File: src/common/pbcs_pkg.sv
// Constants shared by the basic control and status register block.
package pbcs_pkg;

    // ------------------------------------------------------------
    // Widths and register addresses
    // ------------------------------------------------------------
    localparam int          REG_W          = 16;
    localparam int          ADDR_W         = 5;
    localparam int          SPEED_W        = 2;
    localparam logic [4:0]  ADDR_CONTROL   = 5'h00;
    localparam logic [4:0]  ADDR_STATUS    = 5'h01;

    // ------------------------------------------------------------
    // Basic control bit positions
    // ------------------------------------------------------------
    localparam int          CTL_SPEED_LOWER = 13;
    localparam int          CTL_AN_ENABLE   = 12;
    localparam int          CTL_ISOLATE     = 10;
    localparam int          CTL_AN_RESTART  = 9;
    localparam int          CTL_DUPLEX      = 8;
    localparam int          CTL_COL_TEST    = 7;
    localparam int          CTL_SPEED_UPPER = 6;

    // ------------------------------------------------------------
    // Basic control reset values
    // ------------------------------------------------------------
    localparam logic        RST_SPEED_LOWER = 1'b0;
    localparam logic        RST_ISOLATE     = 1'b0;
    localparam logic        RST_AN_RESTART  = 1'b0;
    localparam logic        RST_COL_TEST    = 1'b0;
    localparam logic        RST_SPEED_UPPER = 1'b1;
    localparam logic        RST_AN_ENABLE   = 1'b0;
    localparam logic        RST_DUPLEX      = 1'b0;

    // ------------------------------------------------------------
    // Basic status bit positions
    // ------------------------------------------------------------
    localparam int          STS_AN_COMPLETE  = 5;
    localparam int          STS_REMOTE_FAULT = 4;
    localparam int          STS_LINK         = 2;

    // Fixed status bits: 15=0, 14..11=1, 10..9=0, 8=1, 7=0, 6=1, 3=1.
    localparam logic [15:0] STS_FIXED_VALUE  = 16'h7948;
    // Mask of the bits driven by live state.
    localparam logic [15:0] STS_LIVE_MASK    = 16'h0034;

    // ------------------------------------------------------------
    // Latched status reset values
    // ------------------------------------------------------------
    localparam logic        RST_REMOTE_FAULT = 1'b0;
    localparam logic        RST_LINK         = 1'b0;

    // ------------------------------------------------------------
    // Speed codes, upper bit first
    // ------------------------------------------------------------
    localparam logic [1:0]  SPEED_1000       = 2'h2;
    localparam logic [1:0]  SPEED_100        = 2'h1;
    localparam logic [1:0]  SPEED_10         = 2'h0;
    localparam logic [1:0]  SPEED_RESERVED   = 2'h3;

    // ------------------------------------------------------------
    // Reset synchroniser
    // ------------------------------------------------------------
    localparam int          RST_SYNC_STAGES  = 2;

endpackage

File: src/hdl/pbcs_latch_bit.sv
// Latching status bit that holds an event until the register is read.
module pbcs_latch_bit #(
    parameter logic ACTIVE    = 1'b1,
    parameter logic RESET_VAL = 1'b0
) (
    input  wire logic clock_in,
    input  wire logic rst_n_in,
    input  wire logic event_in,
    input  wire logic read_in,
    output logic      value_out
);

    // ------------------------------------------------------------
    // Latch
    // ------------------------------------------------------------
    // An event in the read cycle wins over the release.
    always_ff @(posedge clock_in or negedge rst_n_in) begin
        if (!rst_n_in) begin
            value_out <= RESET_VAL;
        end else if (event_in) begin
            value_out <= ACTIVE;
        end else if (read_in) begin
            value_out <= ~ACTIVE;
        end
    end

endmodule

File: src/hdl/pbcs_col_test.sv
// Collision test generator that echoes transmit enable onto the collision output.
module pbcs_col_test (
    input  wire logic clock_in,
    input  wire logic rst_n_in,
    input  wire logic enable_in,
    input  wire logic tx_en_in,
    output logic      col_out
);

    // ------------------------------------------------------------
    // Echo
    // ------------------------------------------------------------
    // One cycle of latency in both directions.
    always_ff @(posedge clock_in or negedge rst_n_in) begin
        if (!rst_n_in) begin
            col_out <= 1'b0;
        end else begin
            col_out <= enable_in & tx_en_in;
        end
    end

endmodule

File: src/hdl/pbcs_regs.sv
// Basic control and status registers of the transceiver management block.
module pbcs_regs (
    input  wire logic        clock_in,
    input  wire logic        rst_n_in,
    // Register access from the management frame decoder.
    input  wire logic [4:0]  mgmt_addr_in,
    input  wire logic        mgmt_wr_in,
    input  wire logic [15:0] mgmt_wdata_in,
    input  wire logic        mgmt_rd_in,
    output logic [15:0]      mgmt_rdata_out,
    output logic             mgmt_rvalid_out,
    // Configuration straps.
    input  wire logic        strap_an_enable_in,
    input  wire logic        strap_duplex_in,
    // Negotiation engine.
    input  wire logic        an_started_in,
    input  wire logic        an_complete_in,
    input  wire logic        an_duplex_in,
    input  wire logic [1:0]  an_speed_in,
    output logic             an_enable_out,
    output logic             an_restart_out,
    // Line status.
    input  wire logic        link_good_in,
    input  wire logic        far_end_fault_in,
    input  wire logic        partner_fault_in,
    // Operating mode.
    output logic             duplex_full_out,
    output logic [1:0]       speed_out,
    // MAC-side data interface.
    input  wire logic        tx_en_in,
    output logic             isolate_out,
    output logic             col_out
);

    // ------------------------------------------------------------
    // Reset release
    // ------------------------------------------------------------
    logic [pbcs_pkg::RST_SYNC_STAGES-1:0] rst_sync_reg;
    logic                                 rst_n;

    always_ff @(posedge clock_in or negedge rst_n_in) begin
        if (!rst_n_in) begin
            rst_sync_reg <= '0;
        end else begin
            rst_sync_reg <= {rst_sync_reg[pbcs_pkg::RST_SYNC_STAGES-2:0], 1'b1};
        end
    end

    assign rst_n = rst_sync_reg[pbcs_pkg::RST_SYNC_STAGES-1];

    // ------------------------------------------------------------
    // Strap capture
    // ------------------------------------------------------------
    // The straps load on the first clock after the reset release.
    logic strap_load_reg;

    always_ff @(posedge clock_in or negedge rst_n) begin
        if (!rst_n) begin
            strap_load_reg <= 1'b1;
        end else begin
            strap_load_reg <= 1'b0;
        end
    end

    // ------------------------------------------------------------
    // Access decode
    // ------------------------------------------------------------
    logic ctl_wr;
    logic sts_rd;

    assign ctl_wr = mgmt_wr_in && (mgmt_addr_in == pbcs_pkg::ADDR_CONTROL);
    assign sts_rd = mgmt_rd_in && (mgmt_addr_in == pbcs_pkg::ADDR_STATUS);

    // ------------------------------------------------------------
    // Control fields
    // ------------------------------------------------------------
    logic an_enable_reg;
    logic duplex_reg;
    logic isolate_reg;
    logic col_test_reg;
    logic speed_upper_reg;
    logic speed_lower_reg;
    logic restart_reg;

    always_ff @(posedge clock_in or negedge rst_n) begin
        if (!rst_n) begin
            an_enable_reg <= pbcs_pkg::RST_AN_ENABLE;
        end else if (strap_load_reg) begin
            an_enable_reg <= strap_an_enable_in;
        end else if (ctl_wr) begin
            an_enable_reg <= mgmt_wdata_in[pbcs_pkg::CTL_AN_ENABLE];
        end
    end

    always_ff @(posedge clock_in or negedge rst_n) begin
        if (!rst_n) begin
            duplex_reg <= pbcs_pkg::RST_DUPLEX;
        end else if (strap_load_reg) begin
            duplex_reg <= strap_duplex_in;
        end else if (ctl_wr) begin
            duplex_reg <= mgmt_wdata_in[pbcs_pkg::CTL_DUPLEX];
        end
    end

    always_ff @(posedge clock_in or negedge rst_n) begin
        if (!rst_n) begin
            isolate_reg <= pbcs_pkg::RST_ISOLATE;
        end else if (ctl_wr) begin
            isolate_reg <= mgmt_wdata_in[pbcs_pkg::CTL_ISOLATE];
        end
    end

    always_ff @(posedge clock_in or negedge rst_n) begin
        if (!rst_n) begin
            col_test_reg <= pbcs_pkg::RST_COL_TEST;
        end else if (ctl_wr) begin
            col_test_reg <= mgmt_wdata_in[pbcs_pkg::CTL_COL_TEST];
        end
    end

    always_ff @(posedge clock_in or negedge rst_n) begin
        if (!rst_n) begin
            speed_upper_reg <= pbcs_pkg::RST_SPEED_UPPER;
            speed_lower_reg <= pbcs_pkg::RST_SPEED_LOWER;
        end else if (ctl_wr) begin
            speed_upper_reg <= mgmt_wdata_in[pbcs_pkg::CTL_SPEED_UPPER];
            speed_lower_reg <= mgmt_wdata_in[pbcs_pkg::CTL_SPEED_LOWER];
        end
    end

    // ------------------------------------------------------------
    // Negotiation restart
    // ------------------------------------------------------------
    // A write of 1 with CTL_AN_ENABLE set wins over the start acknowledge in the same cycle.
    logic restart_set;
    logic restart_next;

    assign restart_set = ctl_wr && mgmt_wdata_in[pbcs_pkg::CTL_AN_RESTART]
                         && mgmt_wdata_in[pbcs_pkg::CTL_AN_ENABLE];

    always_comb begin
        restart_next = restart_reg;
        if (restart_set) begin
            restart_next = 1'b1;
        end else if (ctl_wr && !mgmt_wdata_in[pbcs_pkg::CTL_AN_ENABLE]) begin
            restart_next = 1'b0;
        end else if (an_started_in) begin
            restart_next = 1'b0;
        end
        // A written 0 with CTL_AN_ENABLE set leaves a pending restart in place.
    end

    always_ff @(posedge clock_in or negedge rst_n) begin
        if (!rst_n) begin
            restart_reg <= pbcs_pkg::RST_AN_RESTART;
        end else begin
            restart_reg <= restart_next;
        end
    end

    // ------------------------------------------------------------
    // Operating mode
    // ------------------------------------------------------------
    logic [1:0] manual_speed;
    logic [1:0] speed_next;
    logic       duplex_next;

    assign manual_speed = {speed_upper_reg, speed_lower_reg};

    always_comb begin
        speed_next  = speed_out;
        duplex_next = duplex_full_out;
        if (an_enable_reg) begin
            duplex_next = an_duplex_in;
            if (an_speed_in != pbcs_pkg::SPEED_RESERVED) begin
                speed_next = an_speed_in;
            end
        end else begin
            duplex_next = duplex_reg;
            case (manual_speed)
                pbcs_pkg::SPEED_1000: speed_next = pbcs_pkg::SPEED_1000;
                pbcs_pkg::SPEED_100:  speed_next = pbcs_pkg::SPEED_100;
                pbcs_pkg::SPEED_10:   speed_next = pbcs_pkg::SPEED_10;
                default:              speed_next = speed_out;
            endcase
        end
    end

    always_ff @(posedge clock_in or negedge rst_n) begin
        if (!rst_n) begin
            speed_out       <= {pbcs_pkg::RST_SPEED_UPPER, pbcs_pkg::RST_SPEED_LOWER};
            duplex_full_out <= pbcs_pkg::RST_DUPLEX;
        end else begin
            speed_out       <= speed_next;
            duplex_full_out <= duplex_next;
        end
    end

    always_ff @(posedge clock_in or negedge rst_n) begin
        if (!rst_n) begin
            an_enable_out  <= pbcs_pkg::RST_AN_ENABLE;
            an_restart_out <= pbcs_pkg::RST_AN_RESTART;
            isolate_out    <= pbcs_pkg::RST_ISOLATE;
        end else begin
            an_enable_out  <= an_enable_reg;
            an_restart_out <= restart_reg;
            isolate_out    <= isolate_reg;
        end
    end

    // ------------------------------------------------------------
    // Collision test
    // ------------------------------------------------------------
    // The MAC-side transmit enable is not looked at while isolated.
    logic tx_en_gated;

    assign tx_en_gated = tx_en_in & ~isolate_reg;

    pbcs_col_test u_col_test (
        .clock_in  (clock_in),
        .rst_n_in  (rst_n),
        .enable_in (col_test_reg),
        .tx_en_in  (tx_en_gated),
        .col_out   (col_out)
    );

    // ------------------------------------------------------------
    // Latched status
    // ------------------------------------------------------------
    logic remote_fault;
    logic link_status;
    logic fault_event;

    assign fault_event = far_end_fault_in | partner_fault_in;

    pbcs_latch_bit #(
        .ACTIVE    (1'b1),
        .RESET_VAL (pbcs_pkg::RST_REMOTE_FAULT)
    ) u_remote_fault (
        .clock_in  (clock_in),
        .rst_n_in  (rst_n),
        .event_in  (fault_event),
        .read_in   (sts_rd),
        .value_out (remote_fault)
    );

    pbcs_latch_bit #(
        .ACTIVE    (1'b0),
        .RESET_VAL (pbcs_pkg::RST_LINK)
    ) u_link_status (
        .clock_in  (clock_in),
        .rst_n_in  (rst_n),
        .event_in  (~link_good_in),
        .read_in   (sts_rd),
        .value_out (link_status)
    );

    // ------------------------------------------------------------
    // Read data
    // ------------------------------------------------------------
    logic [15:0] ctl_value;
    logic [15:0] sts_value;
    logic [15:0] rdata_next;

    always_comb begin
        ctl_value = '0;
        ctl_value[pbcs_pkg::CTL_SPEED_LOWER] = speed_lower_reg;
        ctl_value[pbcs_pkg::CTL_AN_ENABLE]   = an_enable_reg;
        ctl_value[pbcs_pkg::CTL_ISOLATE]     = isolate_reg;
        ctl_value[pbcs_pkg::CTL_AN_RESTART]  = restart_reg;
        ctl_value[pbcs_pkg::CTL_DUPLEX]      = duplex_reg;
        ctl_value[pbcs_pkg::CTL_COL_TEST]    = col_test_reg;
        ctl_value[pbcs_pkg::CTL_SPEED_UPPER] = speed_upper_reg;
    end

    always_comb begin
        sts_value = pbcs_pkg::STS_FIXED_VALUE & ~pbcs_pkg::STS_LIVE_MASK;
        sts_value[pbcs_pkg::STS_AN_COMPLETE]  = an_complete_in;
        sts_value[pbcs_pkg::STS_REMOTE_FAULT] = remote_fault;
        sts_value[pbcs_pkg::STS_LINK]         = link_status;
    end

    always_comb begin
        case (mgmt_addr_in)
            pbcs_pkg::ADDR_CONTROL: rdata_next = ctl_value;
            pbcs_pkg::ADDR_STATUS:  rdata_next = sts_value;
            default:                rdata_next = '0;
        endcase
    end

    // The value captured here predates the clear-on-read of the same edge.
    always_ff @(posedge clock_in or negedge rst_n) begin
        if (!rst_n) begin
            mgmt_rdata_out  <= '0;
            mgmt_rvalid_out <= 1'b0;
        end else begin
            mgmt_rvalid_out <= mgmt_rd_in;
            if (mgmt_rd_in) begin
                mgmt_rdata_out <= rdata_next;
            end
        end
    end

endmodule

File: config.mk
export PLATFORM = sky130hd
export DESIGN_NAME = pbcs_regs
export DESIGN_NICKNAME = d
export VERILOG_FILES = /design/src/common/pbcs_pkg.sv /design/src/hdl/pbcs_latch_bit.sv /design/src/hdl/pbcs_col_test.sv /design/src/hdl/pbcs_regs.sv
export SDC_FILE = /design/constraint.sdc
export NUM_CORES = 1
export LEC_CHECK = 0
export BUFFER_PORTS_ARGS = -buffer_cell sky130_fd_sc_hd__buf_2
export CAP_MARGIN = 0
export CORE_UTILIZATION = 50
export CTS_BUF_LIST = sky130_fd_sc_hd__clkbuf_8
export CTS_CLUSTER_DIAMETER = 200
export DETAILED_ROUTE_END_ITERATION = 7
export PLACE_DENSITY_LB_ADDON = 0.08
export SYNTH_ARGS = -nofsm -noshare
export SYNTH_HDL_FRONTEND = slang
export SYNTH_SLANG_ARGS = --single-unit
File: constraint.sdc
create_clock -name clock_in -period 2.1 [get_ports clock_in]
set_input_delay 0.21 -clock clock_in [delete_from_list [all_inputs] [get_ports clock_in]]
set_output_delay 0.21 -clock clock_in [all_outputs]
set_load 0.01 [all_outputs]
==> reports/results.tsv, run 1 <==
stage	metric	value	unit
run_status	status	finished, final reports clean	
timing	slew_violations	0	
final_layout	drive_gt1_share	46.9	%
placed_design	pre_cts_ws	562	ps
final_layout	fill_cells	198	
critical_path	cp_max_fo	10	
synthesis	ys_types	28	
floorplan	ios	60	
grt	top_usage_layer	met2	
clock_tree	root_buffer	clkbuf_8	
floorplan	coreArea	2250	sq um
job	max-cap-violations	0	
floorplan	die_w	51.2	um
route	vias	885	
grt	grt_use_met1	25.3	%
critical_path	crit_type	in2reg	
critical_path	start_kind	input pin	
synthesis	syn_avg_cell_area	13.3	sq um
placed_design	io_buffer_count	47	
grt	use_met2	35.3	%
route	first_iter_violations	21	
timing	setup_slack	861	ps
critical_path	path_cells	buf_2, or3_4, nor4_4, o21ai_0	
timing	relSlewSlack	59.4	%
clock_tree	htree_levels	2	
placed_design	place_inst	164	
critical_path	worst_setup_path_end_kind	flip-flop	
floorplan	rows	17	
clock_tree	cts_resized	0	
clock_tree	post-cts-setup-buffers	0	
synthesis	ys_warn_count	0	
final_layout	finalNonFillerCells	173	
critical_path	crit_path_max_incr_delay	470	ps
critical_path	crit_buf_inv	1	
final_layout	antenna_cells	0	
synthesis	synth_area	1210	sq um
synthesis	syn_inst	91	
timing	setup_viol	0	
power	p_leak	0.845	nW
final_layout	largest_reg_flops	11	
synthesis	ys_ff_latch	31	
grt	grt_overflow_total	0	
timing	setup-tns-final	0	ps
clock_tree	clk_pin_slew_worst_paths	60	ps
timing	skew	8.29	ps
placed_design	dp_hpwl	1.73	mm
clock_tree	cts_buffer_depth	2	
grt	grt_pass1_wl	3.98	mm
floorplan	die-area	2620	sq um
route	first_pass_iters	4	
power	p_total	1.27	mW
timing	hold_ws	56.5	ps
clock_tree	clock_insertion_delay_worst_skew	280	ps
final_layout	multi_input_area	374	sq um
route	viasPerCell	5.12	
synthesis	seq_area_frac_synth	64.4	%
route	drtAntennaViolNets	0	
timing	fin_crit_sh	59.0	%
route	wire_per_inst	13.8	um
floorplan	die_y	51.2	um
clock_tree	cts_made_buffers	5	
power	powerDensity	815	nW/um^2
floorplan	initial_utilization	53.7	%
critical_path	critPathSlowestCell	nor4_4	
grt	grt_usage	22.4	%
timing	hold_viol_final	0	
clock_tree	clock_sinks	31	
timing	fmax	807	MHz
route	drcViolationCount	0	
grt	grt_start_max_net_pins	13	
min_path	hp-class	in2reg	
critical_path	arrival	1360	ps
critical_path	crit_required	2230	ps
placed_design	place.gp.congestion	0.750	
timing	tightest_slew	604	ps
final_layout	regArea	779	sq um
critical_path	cp_top_family	simple AND/OR/NAND/NOR gates	
grt	grt_pass1_vias	870	
timing	rsz0062_at_grt	false	
final_layout	nNetsFinal	180	
power	worst_ir_drop_vdd	0.622	mV
timing	final.min_clock_period	1240	ps
route	routed_wl	2.39	mm
grt	grt_antenna_before_repair	0	
grt	grt_use_met3	6.55	%
final_layout	areaGrowthSynthToFinish	29.2	%
clock_tree	cts_tree	yes	
## worst register-to-register path: cells and delay by family (launching register included)
kind / cells / cell delay [ps]
buffers and inverters: 1 / 50
flip-flops: 1 / 520
AO/OA/AOI/OAI: 2 / 390
## synthesized netlist by cell type, drive strengths merged
cell type,instances,area (sq um)
dfstp,3,78.8
buf,5,37.5
and3,1,6.26
a41oi,2,17.5
a21oi,3,15.0
a21o,2,15.0
nor2b,2,12.5
or3b,1,8.76
dfrtp,28,701
a22o,6,52.6
nand2,1,3.75
o21ai,5,25.0
o21a,1,7.51
nand4,1,6.26
inv,6,22.5
nand3,1,5.00
a221o,4,40.0
nor2,3,11.3
nor3,1,10.0
a2bb2oi,1,8.76
clkbuf,2,7.51
nand2b,1,6.26
or3,1,11.3
conb,2,7.51
a211oi,1,7.51
nor4,1,21.3
o211ai,1,7.51
mux2,5,56.3
## cell usage in the layout, fill, tap and decap left out
| master | count |
|---|---|
| o21ai_0 | 5 |
| a22o_1 | 6 |
| nand2_1 | 1 |
| buf_2 | 47 |
| a221o_1 | 4 |
| nor2b_1 | 2 |
| conb_1 | 5 |
| buf_4 | 2 |
| clkbuf_8 | 6 |
| or3_4 | 1 |
| nor2_1 | 3 |
| clkinv_2 | 1 |
| nor3_2 | 1 |
| dlygate4sd3_1 | 1 |
| o21a_1 | 1 |
| dfrtp_1 | 28 |
| and3_1 | 1 |
| mux2_2 | 5 |
| a21o_1 | 2 |
| a2bb2oi_1 | 1 |
| a211oi_1 | 1 |
| o211ai_1 | 1 |
| nand3_1 | 1 |
| a21oi_1 | 3 |
| or3b_2 | 1 |
| nand4_1 | 1 |
| a41oi_1 | 2 |
| nand2b_1 | 1 |
| dfstp_2 | 3 |
| nor4_4 | 1 |
| inv_1 | 7 |
## cell families (layout without fill, tap and decap cells)
kind of cell           after synthesis  after routing  synth area share, %
other                                2              5                0.621
multiplexers                         5              5                 4.65
flip-flops                          31             31                 64.4
AO/OA/AOI/OAI                       26             26                 16.2
buffers and inverters               13             64                 5.58
AND/OR/NAND/NOR                     14             14                 8.48
## where the power goes
part / internal [mW] / switching (mW)
logic: 0.0658 / 0.0658
clock network: 0.259 / 0.208
registers: 0.645 / 0.0306
## layout make-up
cell class	instances	area share (%)
inverter	6	1.44
clock inverter	2	0.560
tap	28	2.24
clock buffer	6	5.28
multi-input combinational	50	23.9
sequential	31	49.9
timing repair buffer	50	16.7
## per-stage QoR
stage	area, sq um	util, %
2_1_floorplan	1220	-
3_3_place_gp	1460	64.8
3_5_place_dp	1460	64.8
4_1_cts	1560	69.3
5_1_grt	1560	69.3
6_report	1560	69.3
## layer usage
| layer | up-vias | share of wire (%) |
|---|---|---|
| met3 | 5 | 6.5 |
| met2 | 39 | 52 |
| met4 | 0 | 1.9 |
| met5 | - | 0 |
| li1 | 425 | - |
| met1 | 416 | 40 |
## path summary, 6_finish.rpt
path | slack (ps) | from | end | cells after the start
worst max-delay path | 860 | mgmt_addr_in[4] | u_remote_fault.value_out | 4
worst min-delay path | 60 | mgmt_rd_in | mgmt_rvalid_out | 1
worst max register to register | 1090 | speed_out[1] | speed_out[1] | 3
worst min register to register | 170 | rst_sync_reg[1] | mgmt_rdata_out[12] | 0
max in group asynchronous | 1360 | rst_sync_reg[1] | speed_upper_reg | 1
min in group asynchronous | 170 | rst_sync_reg[1] | mgmt_rdata_out[12] | 0
## repair_timing
action,in CTS,in global routing
hold endpoints to repair,2,0
endpoints found under the setup margin,0,0
hold buffers,1,0
Note: power is estimated with default switching activity, not from simulation.
==> run 2, diff against run 1 <==
- CORE_UTILIZATION: 50 -> 42
- clock period: 2.1 -> 1 ns (I/O delays scaled with it)
==> reports/results.tsv, run 2 (synthesis gave the netlist of run 1 again) <==
stage	metric	value	unit
power	powerDensity	1780	nW/um^2
floorplan	die-area	3100	sq um
critical_path	rr_startpoint	speed_out[1]	
clock_tree	clock_insertion_delay_worst_skew	280	ps
clock_tree	cts_buffer_depth	2	
critical_path	cp.depth	1	
clock_tree	post-cts-setup-buffers	0	
route	viasPerCell	4.90	
clock_tree	clk_pin_slew_worst_paths	60	ps
critical_path	worst_setup_path_end_kind	output pin	
timing	hold_viol_final	0	
critical_path	r2r-end	speed_out[1]	
floorplan	rows	19	
grt	grt_pass1_vias	874	
timing	fmax	985	MHz
clock_tree	cts_made_buffers	5	
critical_path	crit_buf_inv	1	
critical_path	path_cells	buf_6	
timing	setup-tns-final	-15.7	ps
placed_design	dpl_cell_area	1540	sq um
final_layout	finalNonFillerCells	185	
critical_path	reg2reg_slack	40	ps
critical_path	cp_top_family	flip-flops	
floorplan	initial_utilization	44.3	%
power	p_leak	0.904	nW
timing	fin_crit_sh	102	%
placed_design	place_inst	175	
grt	grt_pass1_wl	3.75	mm
final_layout	utilization	61.7	%
final_layout	areaGrowthSynthToFinish	39.4	%
final_layout	multi_input_area	379	sq um
route	wire_per_inst	12.8	um
timing	hold_ws	26.3	ps
run_status	failed_checks	negative setup slack	
final_layout	design_area	1690	sq um
timing	rsz0062_at_grt	true	
placed_design	pre_cts_ws	-176	ps
power	p_total	3.00	mW
min_path	hp-class	in2reg	
critical_path	reg2reg_depth	3	
critical_path	crit_required	900	ps
floorplan	ios	60	
run_status	status	finished, violations left	
placed_design	place.gp.congestion	0.759	
clock_tree	htree_levels	2	
critical_path	critPathSlowestCell	dfstp_2	
critical_path	crit_type	reg2out	
power	worst_ir_drop_vdd	1.25	mV
timing	setup_viol	1	
final_layout	nNetsFinal	189	
final_layout	layout_common_cells	buf_2, dfrtp_1, buf_4	
clock_tree	clock_sinks	31	
route	routed_wl	2.36	mm
floorplan	die_y	55.7	um
grt	grt_usage	16.6	%
final_layout	drive_gt1_share	50.6	%
critical_path	crit_path_max_incr_delay	540	ps
floorplan	coreArea	2730	sq um
final_layout	largest_reg_flops	11	
timing	final.min_clock_period	1020	ps
grt	grt_start_max_net_pins	30	
clock_tree	cts_tree	yes	
final_layout	mostFrequentLayoutCell	buf_2	
job	max-cap-violations	0	
placed_design	io_buffer_count	47	
critical_path	crit_path_start	speed_out[1]	
route	drtAntennaViolNets	0	
critical_path	cp_max_fo	2	
timing	slew_violations	0	
grt	grt_antenna_before_repair	0	
route	first_pass_iters	4	
grt	grt_overflow_total	0	
critical_path	endpoint	speed_out[1]	
final_layout	fill_cells	230	
route	first_iter_violations	17	
critical_path	arrival	920	ps
critical_path	start_kind	flip-flop	
floorplan	die_w	55.7	um
final_layout	regArea	779	sq um
placed_design	dp_hpwl	1.75	mm
timing	skew	1.84	ps
final_layout	antenna_cells	0	
route	vias	907	
clock_tree	root_buffer	clkbuf_8	
timing	setup_slack	-15.7	ps
route	drcViolationCount	0	
==> run 2: repair_timing <==
item | CTS | global route
hold endpoints to repair | 3 | 0
gates resized for setup | 1 | 3
pin swaps | 0 | 0
endpoints found under the setup margin | 1 | 3
gates cloned | 0 | 0
hold buffers | 2 | 0
==> run 2: worst min path at each step <==
| stage | cells after the start | to | start |
|---|---|---|---|
| 2_1_floorplan | 0 | rst_sync_reg[0] | rst_n_in |
| 3_3_place_gp | 1 | rst_sync_reg[1] | rst_n_in |
| 3_5_place_dp | 1 | rst_sync_reg[1] | rst_n_in |
| 4_1_cts | 2 | u_link_status.value_out | link_good_in |
| 5_1_grt | 2 | mgmt_rdata_out[5] | an_complete_in |
| 6_report | 2 | u_link_status.value_out | link_good_in |
==> run 2: layer usage <==
layer  track usage [%]  vias to the layer above  wire length, um
met2              25.1                       34             1130
li1                  -                      441                -
met5                 0                        -                0
met1              20.1                      427             1030
met3              7.21                        5              158
met4              8.57                        0               44
==> run 2: layout make-up <==
class	instances	share of cell area [%]
multi-input combinational	50	22.5
tap	31	2.30
timing repair buffer	59	20.7
clock inverter	2	2.08
clock buffer	6	4.90
sequential	31	46.2
inverter	6	1.34
==> run 2: power by group <==
group          switching, mW  internal (mW)
Clock                  0.457          0.805
Sequential            0.0619           1.35
Combinational          0.153          0.171
Total                  0.672           2.33
==> run 3, diff against run 2 <==
- PLACE_DENSITY: unset -> 0.74
- PLACE_DENSITY_LB_ADDON: 0.08 -> unset
==> reports/results.tsv, run 3 (synthesis gave the netlist of run 1 again) <==
stage	metric	value	unit
placed_design	dp_hpwl	1.96	mm
route	vias	941	
clock_tree	cts_tree	yes	
clock_tree	cts_buffer_depth	2	
critical_path	start_kind	flip-flop	
critical_path	arrival	920	ps
route	viasPerCell	5.09	
clock_tree	cts_made_buffers	5	
grt	grt_pass1_vias	956	
power	swShare	23.4	%
clock_tree	clk_pin_slew_worst_paths	60	ps
final_layout	layout_common_cells	buf_2, dfrtp_1, buf_4	
final_layout	drive_gt1_share	50.6	%
route	first_iter_violations	19	
clock_tree	clock_sinks	31	
run_status	status	finished, violations left	
power	p_seq_share	50.7	%
clock_tree	root_buffer	clkbuf_8	
job	max-cap-violations	0	
critical_path	worst_setup_path_end_kind	output pin	
critical_path	crit_buf_inv	1	
run_status	failed_checks	negative setup slack	
clock_tree	clock_insertion_delay_worst_skew	270	ps
power	powerDensity	1670	nW/um^2
power	p_leak	0.898	nW
grt	grt_pass1_wl	4.49	mm
grt	grt_usage	19.3	%
critical_path	crit_path_max_incr_delay	540	ps
floorplan	die_w	55.7	um
power	worst_ir_drop_vdd	1.52	mV
timing	setup_viol	1	
critical_path	path_cells	buf_6	
timing	fin_crit_sh	102	%
floorplan	die_y	55.7	um
route	drcViolationCount	0	
timing	setup_slack	-16.3	ps
placed_design	io_buffer_count	47	
clock_tree	htree_levels	2	
final_layout	antenna_cells	0	
critical_path	crit_required	900	ps
route	drtAntennaViolNets	0	
critical_path	critPathSlowestCell	dfstp_2	
final_layout	largest_reg_flops	11	
critical_path	reg2reg_slack	30	ps
timing	skew	2.64	ps
route	first_pass_iters	5	
grt	grt_antenna_before_repair	0	
critical_path	cp_top_family	flip-flops	
floorplan	coreArea	2730	sq um
route	wire_per_inst	13.9	um
final_layout	nNetsFinal	189	
route	routed_wl	2.56	mm
grt	grt_start_max_net_pins	30	
critical_path	crit_type	reg2out	
min_path	hp-class	in2reg	
timing	final.min_clock_period	1020	ps
power	p_int	2.14	mW
grt	grt_overflow_total	0	
final_layout	mostFrequentLayoutCell	buf_2	
timing	slew_violations	0	
final_layout	areaGrowthSynthToFinish	38.3	%
floorplan	initial_utilization	44.3	%
power	power_frac_clock	37.5	%
floorplan	rows	19	
floorplan	die-area	3100	sq um
timing	fmax	984	MHz
placed_design	place.gp.congestion	0.852	
placed_design	pre_cts_ws	-183	ps
final_layout	fill_cells	225	
critical_path	cp_max_fo	2	
timing	hold_viol_final	0	
final_layout	utilization	61.2	%
floorplan	ios	60	
power	comb_power_share	11.8	%
timing	rsz0062_at_grt	true	
power	switchingPower	0.654	mW
-- run 3: cell count changes in the layout (fill, tap and decap cells not counted) --
cell and delta:
o21ai_0 +2, a21oi_1 -1, o21ai_1 -2, clkinv_2 -1, a21oi_2 +1, bufinv_16 -1, inv_1 +1, clkbuf_8 +1
-- run 3: per-layer routing --
metal,track usage (%),wire length (um),up-vias,share of wire (%)
li1,-,-,445,-
met1,22.8,1020,450,40
met2,32.5,1310,42,51
met3,5.81,181,4,7.1
met4,8.57,50,0,2.0
met5,0,0,-,0
-- run 3: power by group through the flow --
| stage | clock [mW] | combinational, mW | sequential [mW] |
|---|---|---|---|
| 2_1_floorplan | 0 | 0.124 | 1.46 |
| 3_3_place_gp | 0 | 0.299 | 1.43 |
| 3_5_place_dp | 0 | 0.314 | 1.44 |
| 4_1_cts | 1.09 | 0.332 | 1.42 |
| 5_1_grt | 1.16 | 0.366 | 1.43 |
| 6_report | 1.05 | 0.330 | 1.42 |
-- run 3: layout make-up --
cell class              instances  area (sq um)  share of cell area, %
clock buffers                   7          96.3                   5.76
clock inverters                 1          3.75                  0.224
inverters                       6          22.5                   1.35
multi-input cells              50           383                   22.9
flip-flops and latches         31           779                   46.6
well taps                      31          38.8                   2.32
repair buffers                 59           349                   20.9
-- run 3: worst paths after layout --
path	depth (start not counted)	from	to
setup reg to reg	3	speed_out[1]	speed_out[1]
max in group asynchronous	1	rst_sync_reg[1]	speed_out[1]
hold / removal	2	link_good_in	u_link_status.value_out
setup / recovery	1	speed_out[1]	speed_out[1]
min in group asynchronous	2	rst_n_in	rst_sync_reg[0]
hold reg to reg	1	rst_sync_reg[1]	restart_reg
-- run 3: metrics by stage --
step	power (mW)	std cells	instance area [sq um]	hold slack [ps]	setup TNS (ps)
detailed placement	1.75	175	1540	-109	-3020
finish	2.80	185	1670	29.5	-16.3
floorplan	1.59	94	1220	-196	-386
CTS	2.84	185	1670	16.7	-31.4
global placement	1.73	175	1540	-114	-2060
global route	2.95	185	1670	22.2	-67.6
-- run 3: what timing repair did --
action	in CTS	in global routing
gates cloned	0	0
setup buffers	0	0
hold buffers	2	0
pin swaps	1	0
gates resized for setup	2	1
endpoints found under the setup margin	2	2
endpoints found under the hold margin	3	0
